<file path="src/rtl/burst_seq_cfg.svh">
// timing, field positions and encodings for the burst sequencer
`ifndef BURST_SEQ_CFG_SVH
`define BURST_SEQ_CFG_SVH
`define MODE_BL_LSB        0
`define MODE_BL_MSB        2
`define MODE_BT_BIT        3
`define MODE_CL_LSB        4
`define MODE_CL_MSB        6
`define MODE_OP_LO_BIT     7
`define MODE_OP_HI_BIT     8
`define MODE_WB_BIT        9
`define MODE_WIDE_BIT      11
`define MODE_RESET         12'h022
`define BL_ONE             3'h0
`define BL_TWO             3'h1
`define BL_FOUR            3'h2
`define BL_EIGHT           3'h3
`define BL_PAGE            3'h7
`define CL_ONE             3'h1
`define CL_TWO             3'h2
`define CL_THREE           3'h3
`define PAGE_WRITE_LEN     9'h008
`define CONFIG_READ_LOC    12'h004
`define PAGE_LEN           9'h100
`endif

</file>
<file path="src/rtl/burst_seq_pkg.sv">
// types shared by the burst sequencer files
package burst_seq_pkg;
    typedef enum logic [2:0] {
        st_idle  = 3'b001,
        st_read  = 3'b010,
        st_write = 3'b100
    } burst_state_t;
    typedef logic [7:0]  column_t;
    typedef logic [11:0] mode_word_t;
endpackage : burst_seq_pkg

</file>
<file path="src/rtl/burst_sequencer.sv">
// burst column sequencer with read latency and write burst policy
`timescale 1ns/1ps
`default_nettype none
`include "burst_seq_cfg.svh"
module burst_sequencer #(
    parameter bit WIDE_X16 = 1'b1
) (
    input  wire logic                      clock,
    input  wire logic                      rst,
    input  wire logic                      mode_load,
    input  wire burst_seq_pkg::mode_word_t mode_in,
    input  wire logic                      read_cmd,
    input  wire logic                      write_cmd,
    input  wire logic                      terminate,
    input  wire logic                      config_read,
    input  wire burst_seq_pkg::column_t    start_column,
    output var  burst_seq_pkg::column_t    access_column,
    output var  logic                      access_valid,
    output var  logic                      access_is_write,
    output var  logic                      data_drive,
    output var  logic                      data_valid,
    output var  burst_seq_pkg::mode_word_t mode_readback,
    output var  logic                      normal_mode,
    output var  logic                      last_access
);
    import burst_seq_pkg::*;

    typedef struct packed {
        mode_word_t   mode;
        burst_state_t state;
        column_t      base;
        column_t      first;
        logic [8:0]   count;
        logic [8:0]   length;
        logic [7:0]   mask;
        logic         order_il;
        column_t      column;
        logic         valid;
        logic         is_write;
        logic         drive;
        logic         dvalid;
        logic         last;
        mode_word_t   readback;
        logic         normal;
    } seq_state_t;

    seq_state_t cur;
    seq_state_t next_cur;
    logic       read_go;
    logic       pipe_drive;
    logic       pipe_go;

    // length field to number of accesses
    function automatic logic [8:0] burst_len(input logic [2:0] field);
        unique case (field)
            `BL_ONE:   burst_len = 9'h001;
            `BL_TWO:   burst_len = 9'h002;
            `BL_FOUR:  burst_len = 9'h004;
            `BL_EIGHT: burst_len = 9'h008;
            `BL_PAGE:  burst_len = `PAGE_LEN;
            default:   burst_len = 9'h001;
        endcase
    endfunction : burst_len

    // write length under the write burst policy bit
    function automatic logic [8:0] write_len(input mode_word_t m);
        if (m[`MODE_WB_BIT]) begin
            write_len = 9'h001;
        end else if (m[`MODE_BL_MSB:`MODE_BL_LSB] == `BL_PAGE) begin
            write_len = `PAGE_WRITE_LEN;
        end else begin
            write_len = burst_len(m[`MODE_BL_MSB:`MODE_BL_LSB]);
        end
    endfunction : write_len

    // offset mask of the block selected by a length
    function automatic logic [7:0] block_mask(input logic [8:0] len);
        block_mask = 8'(len - 9'h001);
    endfunction : block_mask

    // delays the read data start by the programmed latency
    read_latency_pipe u_latency (
        .clock       (clock),
        .rst         (rst),
        .start       (read_go),
        .latency     (cur.mode[`MODE_CL_MSB:`MODE_CL_LSB]),
        .drive_early (pipe_drive),
        .data_go     (pipe_go)
    );

    assign read_go = cur.normal && read_cmd && !write_cmd && cur.state == st_idle;

    // next state: mode load, burst start, stepping and termination
    always_comb begin
        logic [7:0] off;
        logic [7:0] k;
        logic [8:0] len;
        off = '0;
        k = '0;
        len = '0;
        next_cur = cur;
        next_cur.valid = 1'b0;
        next_cur.last = 1'b0;
        next_cur.drive = pipe_drive || (cur.drive && !cur.last);
        next_cur.dvalid = pipe_go;
        if (mode_load && cur.state == st_idle) begin
            next_cur.mode = mode_in;
            if (!WIDE_X16) begin
                next_cur.mode[`MODE_WIDE_BIT] = 1'b0;
            end
        end
        next_cur.normal = (next_cur.mode[`MODE_OP_HI_BIT:`MODE_OP_LO_BIT] == 2'b00);
        if (config_read) begin
            next_cur.readback = cur.mode;
        end
        unique case (cur.state)
            st_idle: begin
                if (cur.normal && (read_cmd || write_cmd)) begin
                    len = write_cmd ? write_len(cur.mode)
                                    : burst_len(cur.mode[`MODE_BL_MSB:`MODE_BL_LSB]);
                    next_cur.length = len;
                    next_cur.mask = block_mask(len);
                    next_cur.base = start_column & ~block_mask(len);
                    next_cur.first = start_column & block_mask(len);
                    // page reads and single accesses ignore the order bit; page writes run 8 long and use it
                    next_cur.order_il = cur.mode[`MODE_BT_BIT] && len != `PAGE_LEN
                                        && len != 9'h001;
                    next_cur.count = 9'h000;
                    next_cur.is_write = write_cmd;
                    next_cur.state = write_cmd ? st_write : st_read;
                end
            end
            st_read, st_write: begin
                if (cur.state == st_read && !cur.dvalid && cur.count == 9'h000) begin
                    // waiting for the latency pipe to release the first access
                    if (pipe_go) begin
                        k = '0;
                    end
                end
                if (terminate) begin
                    next_cur.state = st_idle;
                    next_cur.drive = pipe_drive;
                end else if (cur.state == st_write || pipe_go || cur.count != 9'h000) begin
                    k = cur.count[7:0];
                    off = cur.order_il ? (cur.first ^ k)
                                       : 8'((cur.first + k)) & cur.mask;
                    next_cur.column = cur.base | (off & cur.mask);
                    next_cur.valid = 1'b1;
                    next_cur.count = cur.count + 9'h001;
                    if (cur.count + 9'h001 == cur.length) begin
                        next_cur.last = 1'b1;
                        next_cur.state = st_idle;
                    end
                end
            end
            default: next_cur.state = st_idle;
        endcase
    end

    // state register
    always_ff @(posedge clock) begin
        if (rst) begin
            cur <= '0;
            cur.mode <= `MODE_RESET;
            cur.state <= st_idle;
            cur.normal <= 1'b1;
        end else begin
            cur <= next_cur;
        end
    end

    // outputs straight from the state flip-flops
    assign access_column   = cur.column;
    assign access_valid    = cur.valid;
    assign access_is_write = cur.is_write;
    assign data_drive      = cur.drive;
    assign data_valid      = cur.dvalid;
    assign mode_readback   = cur.readback;
    assign normal_mode     = cur.normal;
    assign last_access     = cur.last;

    // command takes and mode fields, shared by the checks below
    logic       take_read;
    logic       take_write;
    logic [2:0] bl_now;
    logic [2:0] cl_now;
    assign take_read  = read_go;
    assign take_write = cur.normal && write_cmd && cur.state == st_idle;
    assign bl_now     = cur.mode[`MODE_BL_MSB:`MODE_BL_LSB];
    assign cl_now     = cur.mode[`MODE_CL_MSB:`MODE_CL_LSB];

    // block selection and start column per burst length
    chk_single_col: assert property (@(posedge clock) disable iff (rst)
        (take_read && bl_now == `BL_ONE)
        |=> cur.base == $past(start_column) && cur.mask == 8'h00 && !cur.order_il)
        else $error("single burst column wrong");

    chk_two_block: assert property (@(posedge clock) disable iff (rst)
        (take_read && bl_now == `BL_TWO)
        |=> cur.base == {$past(start_column[7:1]), 1'b0}
            && cur.first == {7'h00, $past(start_column[0])})
        else $error("two block wrong");

    chk_four_block: assert property (@(posedge clock) disable iff (rst)
        (take_read && bl_now == `BL_FOUR)
        |=> cur.base == {$past(start_column[7:2]), 2'b00}
            && cur.first == {6'h00, $past(start_column[1:0])})
        else $error("four block wrong");

    chk_eight_block: assert property (@(posedge clock) disable iff (rst)
        (take_read && bl_now == `BL_EIGHT)
        |=> cur.base == {$past(start_column[7:3]), 3'b000}
            && cur.first == {5'h00, $past(start_column[2:0])})
        else $error("eight block wrong");

    chk_page_start: assert property (@(posedge clock) disable iff (rst)
        (take_read && bl_now == `BL_PAGE)
        |=> cur.base == 8'h00 && cur.first == $past(start_column)
            && !cur.order_il)
        else $error("page start wrong");

    // access order inside the block
    chk_in_block: assert property (@(posedge clock) disable iff (rst)
        access_valid |-> (access_column & ~cur.mask) == cur.base)
        else $error("burst left its block");

    chk_seq_step: assert property (@(posedge clock) disable iff (rst)
        (access_valid && !cur.order_il && !last_access && cur.state != st_idle && !terminate)
        |=> access_column == (($past(access_column) + 8'h01) & cur.mask | cur.base))
        else $error("sequential step wrong");

    chk_seq_wrap: assert property (@(posedge clock) disable iff (rst)
        (access_valid && !cur.order_il && (access_column & cur.mask) == cur.mask
            && !last_access && cur.state != st_idle && !terminate)
        |=> (access_column & cur.mask) == 8'h00)
        else $error("sequential wrap wrong");

    chk_il_step: assert property (@(posedge clock) disable iff (rst)
        (access_valid && cur.order_il && !last_access && cur.state != st_idle && !terminate)
        |=> access_column == (cur.base | ((cur.first ^ $past(cur.count[7:0])) & cur.mask)))
        else $error("interleaved step wrong");

    // write lengths under the policy bit, then read length decode
    chk_write_len: assert property (@(posedge clock) disable iff (rst)
        (cur.state == st_write) |-> cur.length <= 9'h008)
        else $error("write burst too long");

    chk_wb_single: assert property (@(posedge clock) disable iff (rst)
        (take_write && cur.mode[`MODE_WB_BIT]) |=> cur.length == 9'h001)
        else $error("write policy not single");

    chk_write_burst: assert property (@(posedge clock) disable iff (rst)
        (take_write && !cur.mode[`MODE_WB_BIT] && bl_now == `BL_EIGHT) |=> cur.length == 9'h008)
        else $error("write burst length wrong");

    chk_page_write: assert property (@(posedge clock) disable iff (rst)
        (take_write && !cur.mode[`MODE_WB_BIT] && bl_now == `BL_PAGE) |=> cur.length == 9'h008)
        else $error("page write not eight");

    chk_len_four: assert property (@(posedge clock) disable iff (rst)
        (take_read && bl_now == `BL_FOUR) |=> cur.length == 9'h004)
        else $error("length four decode wrong");

    chk_len_eight: assert property (@(posedge clock) disable iff (rst)
        (take_read && bl_now == `BL_EIGHT) |=> cur.length == 9'h008)
        else $error("length eight decode wrong");

    // latency and data drive, seen one edge after they are registered
    chk_lat_one: assert property (@(posedge clock) disable iff (rst)
        (take_read && cl_now == `CL_ONE && !mode_load) |-> ##2 data_valid)
        else $error("latency one data late");

    chk_lat_two: assert property (@(posedge clock) disable iff (rst)
        (take_read && cl_now == `CL_TWO && !mode_load) |-> ##3 data_valid)
        else $error("latency two data late");

    chk_lat_three: assert property (@(posedge clock) disable iff (rst)
        (take_read && cl_now == `CL_THREE && !mode_load) |-> ##4 data_valid)
        else $error("latency three data late");

    chk_drive_one: assert property (@(posedge clock) disable iff (rst)
        (take_read && cl_now == `CL_ONE && !mode_load) |=> data_drive)
        else $error("latency one drive late");

    chk_drive_two: assert property (@(posedge clock) disable iff (rst)
        (take_read && cl_now == `CL_TWO && !mode_load) |-> ##2 data_drive)
        else $error("latency two drive late");

    chk_drive_early: assert property (@(posedge clock) disable iff (rst)
        $rose(data_valid) |-> data_drive)
        else $error("data valid without drive");

    // mode word, readback and operating mode
    chk_readback: assert property (@(posedge clock) disable iff (rst)
        config_read |=> mode_readback == $past(cur.mode))
        else $error("readback differs from mode");

    chk_narrow_bit: assert property (@(posedge clock) disable iff (rst)
        !WIDE_X16 |-> cur.mode[`MODE_WIDE_BIT] == 1'b0)
        else $error("wide-only bit kept");

    chk_normal_flag: assert property (@(posedge clock) disable iff (rst)
        normal_mode == (cur.mode[`MODE_OP_HI_BIT:`MODE_OP_LO_BIT] == 2'b00))
        else $error("normal flag wrong");

    chk_normal_only: assert property (@(posedge clock) disable iff (rst)
        (!cur.normal && cur.state == st_idle) |=> cur.state == st_idle)
        else $error("burst in non-normal mode");

    // burst count and termination
    chk_write_start: assert property (@(posedge clock) disable iff (rst)
        (take_write ##1 !terminate) |=> access_valid && access_is_write)
        else $error("write access late");

    chk_last_count: assert property (@(posedge clock) disable iff (rst)
        last_access |-> cur.count == cur.length)
        else $error("burst count wrong");

    chk_term_stop: assert property (@(posedge clock) disable iff (rst)
        (terminate && cur.state != st_idle) |=> !access_valid && cur.state == st_idle)
        else $error("terminate ignored");

    chk_term_drive: assert property (@(posedge clock) disable iff (rst)
        (terminate && cur.state != st_idle && !pipe_drive) |=> !data_drive)
        else $error("drive held after terminate");

    // main scenarios
    cov_read: cover property (@(posedge clock) read_go);
    cov_write: cover property (@(posedge clock) last_access && access_is_write);
    cov_il: cover property (@(posedge clock) access_valid && cur.order_il);
    cov_page_wrap: cover property (@(posedge clock) access_valid && cur.length == `PAGE_LEN
        && access_column == 8'h00);
    cov_terminate: cover property (@(posedge clock) terminate && cur.state != st_idle);
endmodule : burst_sequencer
`default_nettype wire

</file>
<file path="src/rtl/read_latency_pipe.sv">
// read latency pipe: delays a read start by one to three clocks
`timescale 1ns/1ps
`default_nettype none
`include "burst_seq_cfg.svh"
module read_latency_pipe (
    input  wire logic       clock,
    input  wire logic       rst,
    input  wire logic       start,
    input  wire logic [2:0] latency,
    output var  logic       drive_early,
    output var  logic       data_go
);
    import burst_seq_pkg::*;
    typedef struct packed {
        logic [2:0] taps;
    } pipe_state_t;
    pipe_state_t cur;
    pipe_state_t next_cur;
    // shift register of pending read starts
    always_comb begin
        next_cur.taps = {cur.taps[1:0], start};
    end
    always_ff @(posedge clock) begin
        if (rst) begin
            cur <= '0;
        end else begin
            cur <= next_cur;
        end
    end
    // drive one edge before valid data; latency one drives immediately
    always_comb begin
        unique case (latency)
            `CL_ONE:   begin drive_early = start;       data_go = cur.taps[0]; end
            `CL_TWO:   begin drive_early = cur.taps[0]; data_go = cur.taps[1]; end
            default:   begin drive_early = cur.taps[1]; data_go = cur.taps[2]; end
        endcase
    end
endmodule : read_latency_pipe
`default_nettype wire

</file>
<file path="config.mk">
export PLATFORM = sky130hd
export DESIGN_NAME = burst_sequencer
export DESIGN_NICKNAME = d
export VERILOG_FILES = /design/src/rtl/burst_seq_pkg.sv /design/src/rtl/burst_sequencer.sv /design/src/rtl/read_latency_pipe.sv
export VERILOG_INCLUDE_DIRS = /design/src /design/src/rtl
export SDC_FILE = /design/constraint.sdc
export NUM_CORES = 1
export LEC_CHECK = 0
export BUFFER_PORTS_ARGS = -buffer_cell sky130_fd_sc_hd__buf_2
export CAP_MARGIN = 5
export CORE_MARGIN = 2
export CORE_UTILIZATION = 53
export CTS_BUF_LIST = sky130_fd_sc_hd__clkbuf_2 sky130_fd_sc_hd__clkbuf_4 sky130_fd_sc_hd__clkbuf_8
export DETAILED_ROUTE_END_ITERATION = 8
export PLACE_DENSITY = 0.8
export SYNTH_ARGS = -nofsm -noshare
export SYNTH_HDL_FRONTEND = slang
export SYNTH_HIERARCHICAL = 1
export SYNTH_SLANG_ARGS = --single-unit
</file>
<file path="constraint.sdc">
create_clock -name clock -period 3 [get_ports clock]
set_clock_uncertainty 0.2 [all_clocks]
set_input_delay 0.9 -clock clock [delete_from_list [all_inputs] [get_ports clock]]
set_output_delay 0.9 -clock clock [all_outputs]
set_load 0.05 [all_outputs]
</file>
Word level (Yosys, flattened, before mapping)
Index checks and enable logic that the tools add are counted.
Word-level totals
  input bits: 27
  flip-flop bits (word level): 87
  word-level logic and storage cells: 98
Operators by class
  muxes and demuxes: 26
  add/sub/neg operators: 3
  reductions and logical operators: 24
  eq/ne operators: 17
  bitwise logic cells: 10
Operators by type and width (count)
  2-to-1 mux 9 bit: 8
  2-to-1 mux 46 bit: 1
  one-hot mux 9 bit (4 select lines): 1
  bitwise AND 8 bit: 4
  one-hot mux 9 bit (2 select lines): 1
  equality test 3 x 2 -> 1 bit, second input constant: 4
  2-to-1 mux 3 bit: 4
  one-hot mux 4 bit (3 select lines): 1
  adder 9 x 1 -> 9 bit, second input constant: 1
  equality test 3 x 1 -> 1 bit, second input constant: 3
  equality test 9 bit: 1
  != test 9 x 1 -> 1 bit, second input constant: 1
  != test 9 bit, second input constant: 1
  nonzero test 9 bit: 1
  adder 8 bit: 1
  logical AND 1 bit: 8
  2-to-1 mux 4 bit: 2
  2-to-1 mux 8 bit: 1
  inverter 8 bit: 1
  OR 8 bit: 1
  subtractor 8 x 1 -> 8 bit, second input constant: 1
  bitwise XOR 8 bit: 1
  equality test 3 bit, second input constant: 2
  != test 3 bit, second input constant: 2
  other kinds (16): 28

Logic depth before layout (Yosys ltp)
Gate-level depths: netlist (run 1).
  depth in word-level cells: 12
  mapped depth: 10
  mapped depth without buffers: 8

By module
The synthesis (run 1) kept the hierarchy.
By module, submodules not included
  burst_sequencer: instances 1, seq. area each 1581.5 µm², area an instance 3842.4 µm², cells each 459
  read_latency_pipe: instances 1, seq. area each 60.1 µm², area an instance 162.7 µm², cells each 21

Worst setup path after synthesis (run 1)
OpenSTA, ideal clock, no wires.
  path kind: input-to-reg
  from: input port write_cmd
  to: register cur[56] in the netlist's numbering
  arrival time: 2.153 ns
  buffers on the path: 0
  setup slack: 0.577 ns
  cell stages on the path: 5
  library setup time: 0.070 ns
  cells stage by stage: a21bo_2 -> or3b_2 -> ha_1 -> nand3b_1 -> a21oi_1
On the way
  longest elaborated chain between the ends: 3
  elaborated cells on any way between the ends: 6
  those cells by class: add/sub: 1; mux: 1; bitwise: 1; reduce/logical: 3
Ends and longest elaborated chain
  from (decl): line burst_sequencer.sv:13  | input wire logic write_cmd,
  2-to-1 mux 9 bit or logical OR 1 bit (tied branches): line burst_sequencer.sv:119, burst_sequencer.sv:118
  subtractor 8 x 1 -> 8 bit or logical AND 1 bit (tied branches): line burst_sequencer.sv:78, burst_sequencer.sv:118
  bitwise AND 8 bit or AND reduction 2 bit (tied branches)
  to (signal assigned): line burst_sequencer.sv:168  | cur <= next_cur;
  to (decl): line burst_sequencer.sv:47  | seq_state_t cur;
Parallel ways exist; a longest one is shown, timed or not.
A chain may end at the register's enable or synchronous reset.

==> results by group, run 1 <==
Placement
  – GP Congestion: 0.8924
  – Dpl cell area: about 4200 um2
  – Dpl cells: ~600
  – Buffers on Ports: 52
  – Post-DP HPWL: 6.652 mm

Routing
  – Top sig layer: met4
  – First-pass DRT Iterations: 5
  – DRC Markers: 0
  – DR iter-0 viols: 218
  – Per-cell routed wire length: between 10 and 15 um
  – Number of vias per cell: 5.592
  – Via count: 3383
  – Met3 wire length: 394 um
  – Total routed wirelength: 9.027 mm
  – WL met2: ~4.3 mm
  – Met1 wire length: 4.042 mm
  – Antenna viol nets, final: 0

Logic synthesis
  – Mean Syn Cell Area: 8.344 um2
  – Post-synthesis cell area: 4005 um2
  – Mux cell area share after synthesis: 0.03999
  – Distinct cell type count after synthesis: 58
  – Post-synthesis sequential area ratio: 0.4099
  – #FFs+latches synth: 82
  – Main synth FF type: dfxtp_1
  – Synthesized-area fraction occupied by adder cells: 0.04811
  – Syn Inst Count: 480
  – Compound-cell area share of the yosys netlist: 0.1643
  – Yosys top cell by area: dfxtp_1
  – Net Count, Synth: between 500 and 600
  – Main combinational cell family by area after synthesis: simple AND/OR/NAND/NOR gates
  – Top cells by area, synth: dfxtp_1, a21oi_1, nand2_1, nor2_1, ha_1
  – EDFF count, synth: 0
  – Synth top area share: 0.4099
  – YS warnings: 6
  – Most common cell in the netlist: dfxtp_1
  – Async set-reset flop share out of synthesis: 0
  – Xor and xnor area share after synthesis: 0.03718
  – Simple-Gate Fraction of Synth Area: 0.2234
  – Commonest cells post-synth: dfxtp_1, nand2_1, a21oi_1

STA
  – Slew HR: 0.6351
  – Worst slew pin tran: ~540 ps
  – Max-slew violations: 0
  – Period utilization: 0.8474
  – Hold_ws: 257.8 ps
  – Max frequency: 0.3933 GHz
  – Final min period: ~2500 ps
  – Setup-failing EPs final: 0
  – Setup TNS: 0 ps
  – Fin. Hold Viols: 0
  – RSZ-0062 raised after global routing: no

Clock tree
  – Worst-Skew Late Latency: 360 ps
  – Post-CTS setup buffers: 0
  – Clock Sinks: approximately 80
  – Max Root-Sink Buffers: 2
  – PostCTS Resize Cnt: 0
  – Hold Buf Count CTS: 0
  – CTS buffer count: 9
  – CTS clk-pin slew, worst paths: 90 ps
  – CTS tree: built
  – Clock root buffer: clkbuf_8
  – CTS H-tree lvls: 3

Global route
  – Initial antenna violation count: 0
  – Global-route wire length before repair: 15.07 mm
  – Pin count of the biggest net entering global routing: 32
  – Grt total ovfl: 0
  – GR Util All Layers: 0.2251
  – Vias in the first global route: roughly 3100

Floorplan
  – Initial Util: 0.5492
  – Die width: 90.93 um
  – Io pins: 53
  – FP Rows: 31
  – Die footprint: 8268 um2
  – Core Region: 7292 um2
  – Die Ht: 90.93 um

Layout
  – Final Cell Area: 4397 um2
  – Post-synthesis to final-layout area growth: 9.778%
  – Filler instances: 693
  – Share of post-route cells with drive strength above 1: 0.1719
  – Ant diodes: 0
  – Non-Filler Instances: 605
  – Total Nets Final: 542

Min path
  – Type of the most critical hold path: flip-flop to flip-flop

Job
  – Max-cap viol count: 0

Power
  – P_leak: ~1.8 nW
  – Worst IR drop on VDD: 0.3624 mV
  – Total design power: between 2 and 3 mW
  – PwrDens: between 600 and 700 nW/um2

Worst setup path
  – Crit path max fanout: 10
  – CP endpoint kind: flip-flop
  – WP data arrival: 2600 ps
  – Startpoint types: flip-flop
  – Worst setup path category: flip-flop to flip-flop
  – CP Data Required Time: 3060 ps

Run status
  – Status: finished, final reports clean
kinds of logic after synthesis:
family / count (synthesis)
and+or+nand+nor: 182
AOI/OAI and AO/OA: 110
DFF: 82
buffers and inverters: 58
xor gates and xnor gates: 17
muxes: 16
adders and majority gates: 15
report_power, final:
part | internal, mW | total, mW | leakage (nW) | switching, mW
clock | 0.485 | 0.930 | 0.117 | 0.445
sequential | 1.17 | 1.24 | 0.668 | 0.0688
combinational | 0.195 | 0.545 | 1.02 | 0.350
state kept, by name (all words and copies together), names as in the netlist:
signal / flops
normal_mode: 1
u_latency/cur: 3
data_drive: 1
cur: 47
cl_now: 3
access_is_write: 1
bl_now: 3
mode_readback: 12
access_column: 8
last_access: 1
data_valid: 1
access_valid: 1
cell usage in the layout, fill, tap and decap left out, drive strengths merged, types with 13 or more instances in the layout:
| master | instances |
|---|---|
| nand2 | 61 |
| nand3 | 17 |
| mux2i | 16 |
| dfxtp | 82 |
| buf | 58 |
| o21ai | 20 |
| a21oi | 55 |
| ha | 13 |
| nor3 | 13 |
| nor2 | 47 |
| inv | 14 |
path summary, 6_finish.rpt:
kind              startpoint      end  slack [ps]  cells past startpoint
setup / recovery   cl_now[1]  cur[47]         460                      8
hold / removal       cur[68]  cur[68]         260                      2
setup reg to reg   cl_now[1]  cur[47]         460                      8
hold reg to reg      cur[68]  cur[68]         260                      2
per-stage QoR:
step | setup slack (ps) | utilization
5_1_grt | 290.3 | 0.6030
3_3_place_gp | 371.4 | 0.5714
3_5_place_dp | 321.6 | 0.5714
6_report | 457.7 | 0.6030
4_1_cts | 489.2 | 0.6030
2_1_floorplan | 576.6 | -
final cells by class:
| type | instances | area, um2 | area share |
|---|---|---|---|
| Multi-Input combinational cell | 340 | 2058 | 0.4681 |
| Sequential cell | 82 | 1642 | 0.3734 |
| Timing Repair Buffer | 58 | 305.3 | 0.06944 |
| Clock buffer | 9 | 123.9 | 0.02817 |
| Tap cell | 99 | 123.9 | 0.02817 |
| Clock inverter | 7 | 106.4 | 0.02419 |
| Inverter | 10 | 37.54 | 0.008537 |
per-layer routing:
layer | GRT usage | vias up
met2 | 0.3580 | 97
met1 | 0.3037 | 1579
met4 | 0.1035 | 0
li1 | - | 1691
met5 | 0 | -
met3 | 0.03071 | 16
worst max-delay path, cell delays in order (launching register included):
cell,delay (ps)
dfxtp_1,500
nor2b_1,200
o21ai_1,100
o221a_2,150
nor4b_2,350
nand4_4,180
a21oi_2,350
nor2_1,130
a311oi_1,280
(Power assumes the default switching activity.)
==> inputs of run 2 (changes only) <==
Clock period 3 ns to 2.5 ns, I/O delays scaled along.
==> run 2 against run 1 <==
  * Sequential power increased by 19%
  * Critical path type unchanged
  * First-iteration DRC count decreased by 7.8%
  * Total power increased by 18%
  * Count of clock-buffer cells in the layout increased by 1
  * Final area increased by 2.0%
  * Clock power increased by 9.7%
  * Register-to-register slack got worse by 340 ps
==> results by group, run 2 (same netlist as run 1, synthesis figures left out) <==
Floorplan
  – Core Region: 7292 um2 (unchanged)
  – FP Rows: 31 (unchanged)
  – Io pins: 53 (unchanged)
  – Die footprint: 8268 um2 (unchanged)
  – Die width: 90.93 um (unchanged)
  – Initial Util: 0.5492 (unchanged)
  – Die Ht: 90.93 um (unchanged)

STA
  – Fin. Hold Viols: 0 (unchanged)
  – Final min period: 2378 ps (was 2542 ps)
  – RSZ-0062 raised after global routing: no (unchanged)
  – Max-slew violations: 0 (unchanged)
  – Period utilization: 0.9514 (was 0.8474)
  – Slew HR: 0.6299 (was 0.6351)
  – Setup-failing EPs final: 0 (unchanged)
  – Max frequency: 0.4205 GHz (was 0.3933 GHz)
  – Worst slew pin tran: 554.5 ps (was 543.7 ps)

Layout
  – Total Nets Final: 551 (was 542)
  – Most frequent cells in the layout: dfxtp_1, nand2_1, a21oi_1 (unchanged)
  – Share of post-route cells with drive strength above 1: 0.1942 (was 0.1719)
  – Filler instances: 677 (was 693)
  – Ant diodes: 0 (unchanged)
  – Area of the multi-input gates: 2082 um2 (was 2058 um2)
  – Post-synthesis to final-layout area growth: 11.93% (was 9.778%)
  – Most flops, register: cur (unchanged)
  – Reg area: 1644 um2 (was 1642 um2)
  – Max FFs per register: 47 (unchanged)
  – Final Util: 0.6148 (was 0.6030)
  – Commonest non-fill, non-tap cell in the layout: dfxtp_1 (unchanged)

Clock tree
  – Max Root-Sink Buffers: 2 (unchanged)
  – Clock root buffer: clkbuf_8 (unchanged)
  – CTS tree: built (unchanged)
  – CTS H-tree lvls: 3 (unchanged)
  – Hold Buf Count CTS: 0 (unchanged)
  – CTS buffer count: 9 (unchanged)
  – Worst-Skew Late Latency: 360 ps (about the same)
  – CTS clk-pin slew, worst paths: 90 ps (about the same)
  – Clock Sinks: 82 (unchanged)
  – Post-CTS setup buffers: 0 (unchanged)

Worst setup path
  – CP Data Required Time: 2540 ps (was 3060 ps)
  – CP endpoint kind: flip-flop (unchanged)
  – Reg2reg path depth: 8 (unchanged)
  – WP data arrival: 2420 ps (was 2600 ps)
  – Reg-to-reg startpoint: cur[44] (was cl_now[1])
  – Startpoint types: flip-flop (unchanged)
  – Crit path max fanout: 5 (was 10)
  – Worst setup path category: flip-flop to flip-flop (unchanged)
  – Reg-to-Reg End: cur[71] (was cur[47])
  – Flop2flop setup slack: 120 ps (was 460 ps)

Routing
  – Per-cell routed wire length: 14.82 um (was 14.92 um)
  – Met1 wire length: 4.132 mm (was 4.042 mm)
  – Number of vias per cell: 5.625 (was 5.592)
  – Met3 wire length: 441 um (was 394 um)
  – Top sig layer: met4 (unchanged)
  – WL met2: 4.320 mm (was 4.345 mm)
  – DRC Markers: 0 (unchanged)
  – Antenna viol nets, final: 0 (unchanged)
  – Total routed wirelength: 9.097 mm (was 9.027 mm)
  – Via count: 3454 (was 3383)
  – First-pass DRT Iterations: 5 (unchanged)
  – DR iter-0 viols: 201 (was 218)

Run status
  – Status: finished, final reports clean (unchanged)

Min path
  – Type of the most critical hold path: flip-flop to flip-flop (unchanged)
  – Worst hold stages: 2 (unchanged)
  – Worst hold path endpoint: cur[67] (was cur[68])
  – Hold path startpoint: cur[67] (was cur[68])

Placement
  – Post-DP HPWL: 6.696 mm (was 6.652 mm)
  – Buffers on Ports: 52 (unchanged)
  – GP Congestion: 0.9242 (was 0.8924)

Power
  – Switching power: 1.032 mW (was 0.8638 mW)
  – Reg power frac: 0.462 (was 0.457)
  – Worst IR drop on VDD: 0.4093 mV (was 0.3624 mV)
  – Switch share: 0.3214 (was 0.3180)
  – Clock share of power: 0.319 (was 0.343)
  – Total design power: 3.209 mW (was 2.716 mW)
  – P_leak: 1.861 nW (was 1.805 nW)
  – Int Pwr: 2.178 mW (was 1.852 mW)
  – PwrDens: 715.9 nW/um2 (was 617.7 nW/um2)
  – Logic gate share of total power: 0.219 (was 0.201)

Global route
  – Grt total ovfl: 0 (unchanged)
  – Vias in the first global route: 3237 (was 3140)
  – GR Util All Layers: 0.2284 (was 0.2251)
  – Initial antenna violation count: 0 (unchanged)
  – Global-route wire length before repair: 15.28 mm (was 15.07 mm)
  – Pin count of the biggest net entering global routing: 31 (was 32)

Job
  – Max-cap viol count: 0 (unchanged)
[run 2: power by group through the flow]
stage               registers, mW  clock network [mW]  logic (mW)
finish                       1.48                1.02       0.702
global route                 1.50                1.08       0.777
CTS                          1.48                1.03       0.688
detailed placement           1.51                   0       0.684
global placement             1.51                   0       0.667
floorplan                    1.52                   0       0.492
[run 2: how the worst max path moves through the flow]
stage	startpoint	to	slack, ps	depth (start not counted)
global route	cur[44]	cur[71]	7	8
detailed placement	write_cmd	cur[50]	-50	6
floorplan	write_cmd	cur[56]	230	5
global placement	write_cmd	cur[46]	70	6
CTS	cl_now[1]	cur[46]	50	7
finish	cur[44]	cur[71]	120	8
[run 2: metal layers]
metal / track usage / vias up
met5: 0 / -
met4: 0.1098 / 0
met3: 0.03900 / 19
met2: 0.3611 / 95
met1: 0.3034 / 1637
li1: - / 1703
[run 2: critical path: stages (launching register included)]
cell	delay, ps
dfxtp_1	440
buf_4	180
ha_1	260
nand2_1	160
o21ai_0	200
nand4_1	210
nor4_2	350
buf_4	180
o22ai_1	80
[run 2: cell type report]
cell class                 count  area share
multi-input combinational    340      0.4644
sequential                    82      0.3667
timing repair buffer          67     0.08596
clock buffer                  10     0.03070
tap                           99     0.02763
clock inverter                 6     0.01619
inverter                      10    0.008373
[run 2: per-stage QoR]
step	instance area [um2]	worst slack [ps]	hold slack, ps	setup TNS, ps	cells
after detailed placement	4247	-47.50	247.1	-88.54	598
after floorplan	4005	226.6	227.3	0	480
after global placement	4247	68.89	236.4	0	598
after global routing	4483	7.357	279.8	0	614
after CTS	4458	54.66	258.3	0	614
final	4483	121.6	258.5	0	614
[run 2: timing repair]
action / 4_1_cts / 5_1_grt
cloned: 0 / 0
resized for setup: 1 / 5
setup endpoints to repair: 1 / 13
pin swaps: 0 / 1
==> inputs of run 3 (changes only) <==
Settings changed: ABC_CLOCK_PERIOD_IN_PS from default to 2500, REMOVE_ABC_BUFFERS from default to 1.
==> run 3 against run 2 <==
  * Sequential cell count unchanged
  * Critical path type unchanged
  * Total power up 1.7%
  * Largest cell class unchanged
  * Largest power group unchanged
  * Critical endpoint is now access_column[6]
  * Worst hold slack worse by 2.5 ps
  * Maximum frequency up 3.1%
  * Clock power up 4%
  * Combinational power up 2%
==> results by group, run 3 (same netlist as run 1, synthesis figures left out) <==
Worst setup path
  – WP data arrival: 2370 ps (was 2420 ps)
  – Slowest stage delay, CP: 370 ps (was 440 ps)
  – Flop2flop setup slack: 190 ps (was 120 ps)
  – CP Cell Sequence: nor3_1 > o21ai_1 > o221a_2 > nor4b_4 > nand4_4 > o21a_1 > buf_12 > o21a_1 > o31a_1 (was buf_4 > ha_1 > nand2_1 > o21ai_0 > nand4_1 > nor4_2 > buf_4 > o22ai_1)
  – Crit path max fanout: 21 (was 5)
  – Reg2reg path depth: 9 (was 8)
  – CP endpoint kind: flip-flop (unchanged)
  – Cell mode on critical path: o21a_1 (was buf_4)
  – Reg-to-reg startpoint: cl_now[1] (was cur[44])
  – Startpoint types: flip-flop (unchanged)
  – Crit path max-delay cell type: dfxtp_2 (was dfxtp_1)
  – Reg-to-Reg End: access_column[6] (was cur[71])
  – CP Data Required Time: 2560 ps (was 2540 ps)
  – Worst setup path category: flip-flop to flip-flop (unchanged)

STA
  – Max frequency: 0.4335 GHz (was 0.4205 GHz)
  – Setup TNS: 0 ps (unchanged)
  – Max-slew violations: 0 (unchanged)
  – Period utilization: 0.9227 (was 0.9514)
  – Final min period: 2307 ps (was 2378 ps)
  – Slew HR: 0.6383 (was 0.6299)
  – RSZ-0062 raised after global routing: no (unchanged)
  – Setup-failing EPs final: 0 (unchanged)
  – Worst slew pin tran: 542.0 ps (was 554.5 ps)
  – Fin. Hold Viols: 0 (unchanged)

Clock tree
  – CTS clk-pin slew, worst paths: 80 ps (was 90 ps)
  – Max Root-Sink Buffers: 2 (unchanged)
  – Clock root buffer: clkbuf_8 (unchanged)
  – Hold Buf Count CTS: 0 (unchanged)
  – Post-CTS setup buffers: 0 (unchanged)
  – Worst-Skew Late Latency: 370 ps (was 360 ps)
  – PostCTS Resize Cnt: 0 (was 1)
  – CTS tree: built (unchanged)
  – Clock Sinks: 82 (unchanged)
  – CTS H-tree lvls: 3 (unchanged)
  – CTS buffer count: 9 (unchanged)

Routing
  – Number of vias per cell: 5.623 (was 5.625)
  – Antenna viol nets, final: 0 (unchanged)
  – First-pass DRT Iterations: 4 (was 5)
  – Total routed wirelength: 9.204 mm (was 9.097 mm)
  – Via count: 3447 (was 3454)
  – Per-cell routed wire length: 15.01 um (was 14.82 um)
  – DR iter-0 viols: 246 (was 201)
  – DRC Markers: 0 (unchanged)

Layout
  – Filler instances: 644 (was 677)
  – Total Nets Final: 550 (was 551)
  – Max FFs per register: 47 (unchanged)
  – Ant diodes: 0 (unchanged)
  – Post-synthesis to final-layout area growth: 12.50% (was 11.93%)
  – Share of post-route cells with drive strength above 1: 0.1887 (was 0.1942)
  – Area of the multi-input gates: 2074 um2 (was 2082 um2)
  – Most frequent cells in the layout: dfxtp_1, nand2_1, a21oi_1 (unchanged)
  – Commonest non-fill, non-tap cell in the layout: dfxtp_1 (unchanged)
  – Reg area: 1644 um2 (unchanged)
  – Most flops, register: cur (unchanged)

Global route
  – Global-route wire length before repair: 15.37 mm (was 15.28 mm)
  – Pin count of the biggest net entering global routing: 30 (was 31)
  – Met3 Use GR: 0.04481 (was 0.03900)
  – Grt total ovfl: 0 (unchanged)
  – M1 GR Usage: 0.2885 (was 0.3034)
  – Initial antenna violation count: 0 (unchanged)
  – GR Util All Layers: 0.2295 (was 0.2284)
  – M2 GR Usage: 0.3796 (was 0.3611)
  – Vias in the first global route: 3254 (was 3237)
  – Busiest grt layer: met2 (unchanged)

Power
  – Reg power frac: 0.455 (was 0.462)
  – Logic gate share of total power: 0.219 (about the same)
  – Switching power: 1.008 mW (was 1.032 mW)
  – Switch share: 0.3087 (was 0.3214)
  – PwrDens: 724.6 nW/um2 (was 715.9 nW/um2)
  – Int Pwr: 2.257 mW (was 2.178 mW)
  – Total design power: 3.265 mW (was 3.209 mW)
  – Clock share of power: 0.326 (was 0.319)
  – Worst IR drop on VDD: 0.5409 mV (was 0.4093 mV)
  – P_leak: 1.855 nW (was 1.861 nW)

Floorplan
  – Core Region: 7292 um2 (unchanged)
  – FP Rows: 31 (unchanged)
  – Die Ht: 90.93 um (unchanged)
  – Die footprint: 8268 um2 (unchanged)
  – Io pins: 53 (unchanged)
  – Die width: 90.93 um (unchanged)
  – Initial Util: 0.5492 (unchanged)

Min path
  – Worst hold stages: 2 (unchanged)
  – Hold path startpoint: cur[62] (was cur[67])
  – Worst hold path endpoint: cur[62] (was cur[67])
  – Type of the most critical hold path: flip-flop to flip-flop (unchanged)

Placement
  – Buffers on Ports: 52 (unchanged)
  – Post-DP HPWL: 6.421 mm (was 6.696 mm)
  – GP Congestion: 0.8707 (was 0.9242)

Job
  – Max-cap viol count: 0 (unchanged)

Run status
  – Status: finished, final reports clean (unchanged)
-- run 3: changes by cell type in the layout (fill, tap and decap cells not counted), sizes merged --
| cell | previous run | this run |
|---|---|---|
| clkinvlp | 0 | 3 |
| bufinv | 1 | 2 |
| inv | 13 | 10 |
| buf | 67 | 66 |
| clkinv | 2 | 1 |
-- run 3: cell type report --
class                      instances  share of cell area
multi-input combinational        340              0.4604
sequential                        82              0.3649
timing repair buffer              66             0.08942
clock buffer                      10             0.02916
tap                               99             0.02749
clock inverter                     6             0.02027
inverter                          10            0.008331
-- run 3: per-layer routing --
metal  vias to the layer above  routed length [um]
met1                      1604                3846
li1                       1703                   -
met5                         -                   0
met3                        23                 590
met4                         0                 279
met2                       117                4488
-- run 3: worst max-delay path by stage --
stage,slack (ps),end,start
3_3_place_gp,30,cur[56],write_cmd
5_1_grt,30,cur[47],cl_now[1]
3_5_place_dp,-4,cur[56],write_cmd
4_1_cts,100,cur[48],cl_now[1]
6_report,190,access_column[6],cl_now[1]
2_1_floorplan,-590,cur[32],write_cmd
-- run 3: per-stage QoR --
stage,instances,setup WS [ps],instance area [um2],hold slack (ps),utilization
4_1_cts,613,104.1,4487,260.0,0.6153
3_3_place_gp,597,33.29,4264,238.0,0.5848
2_1_floorplan,432,-593.3,3734,221.2,-
3_5_place_dp,597,-3.809,4264,248.7,0.5848
6_report,613,193.4,4506,256.0,0.6179
5_1_grt,613,29.91,4506,279.0,0.6179
-- run 3: power by group through the flow --
stage	sequential [mW]	combinational, mW	clock, mW
floorplan	1.58	0.381	0
global placement	1.51	0.677	0
detailed placement	1.51	0.694	0
CTS	1.48	0.701	1.07
global route	1.50	0.784	1.13
finish	1.49	0.715	1.06
-- run 3: worst max-delay path, delay by kind of cell, from the launching register on --
family / cells / cell delay, ps
and+or+nand+nor: 3 / 730
AOI/OAI and AO/OA: 5 / 730
DFF: 1 / 370
buffers and inverters: 1 / 160
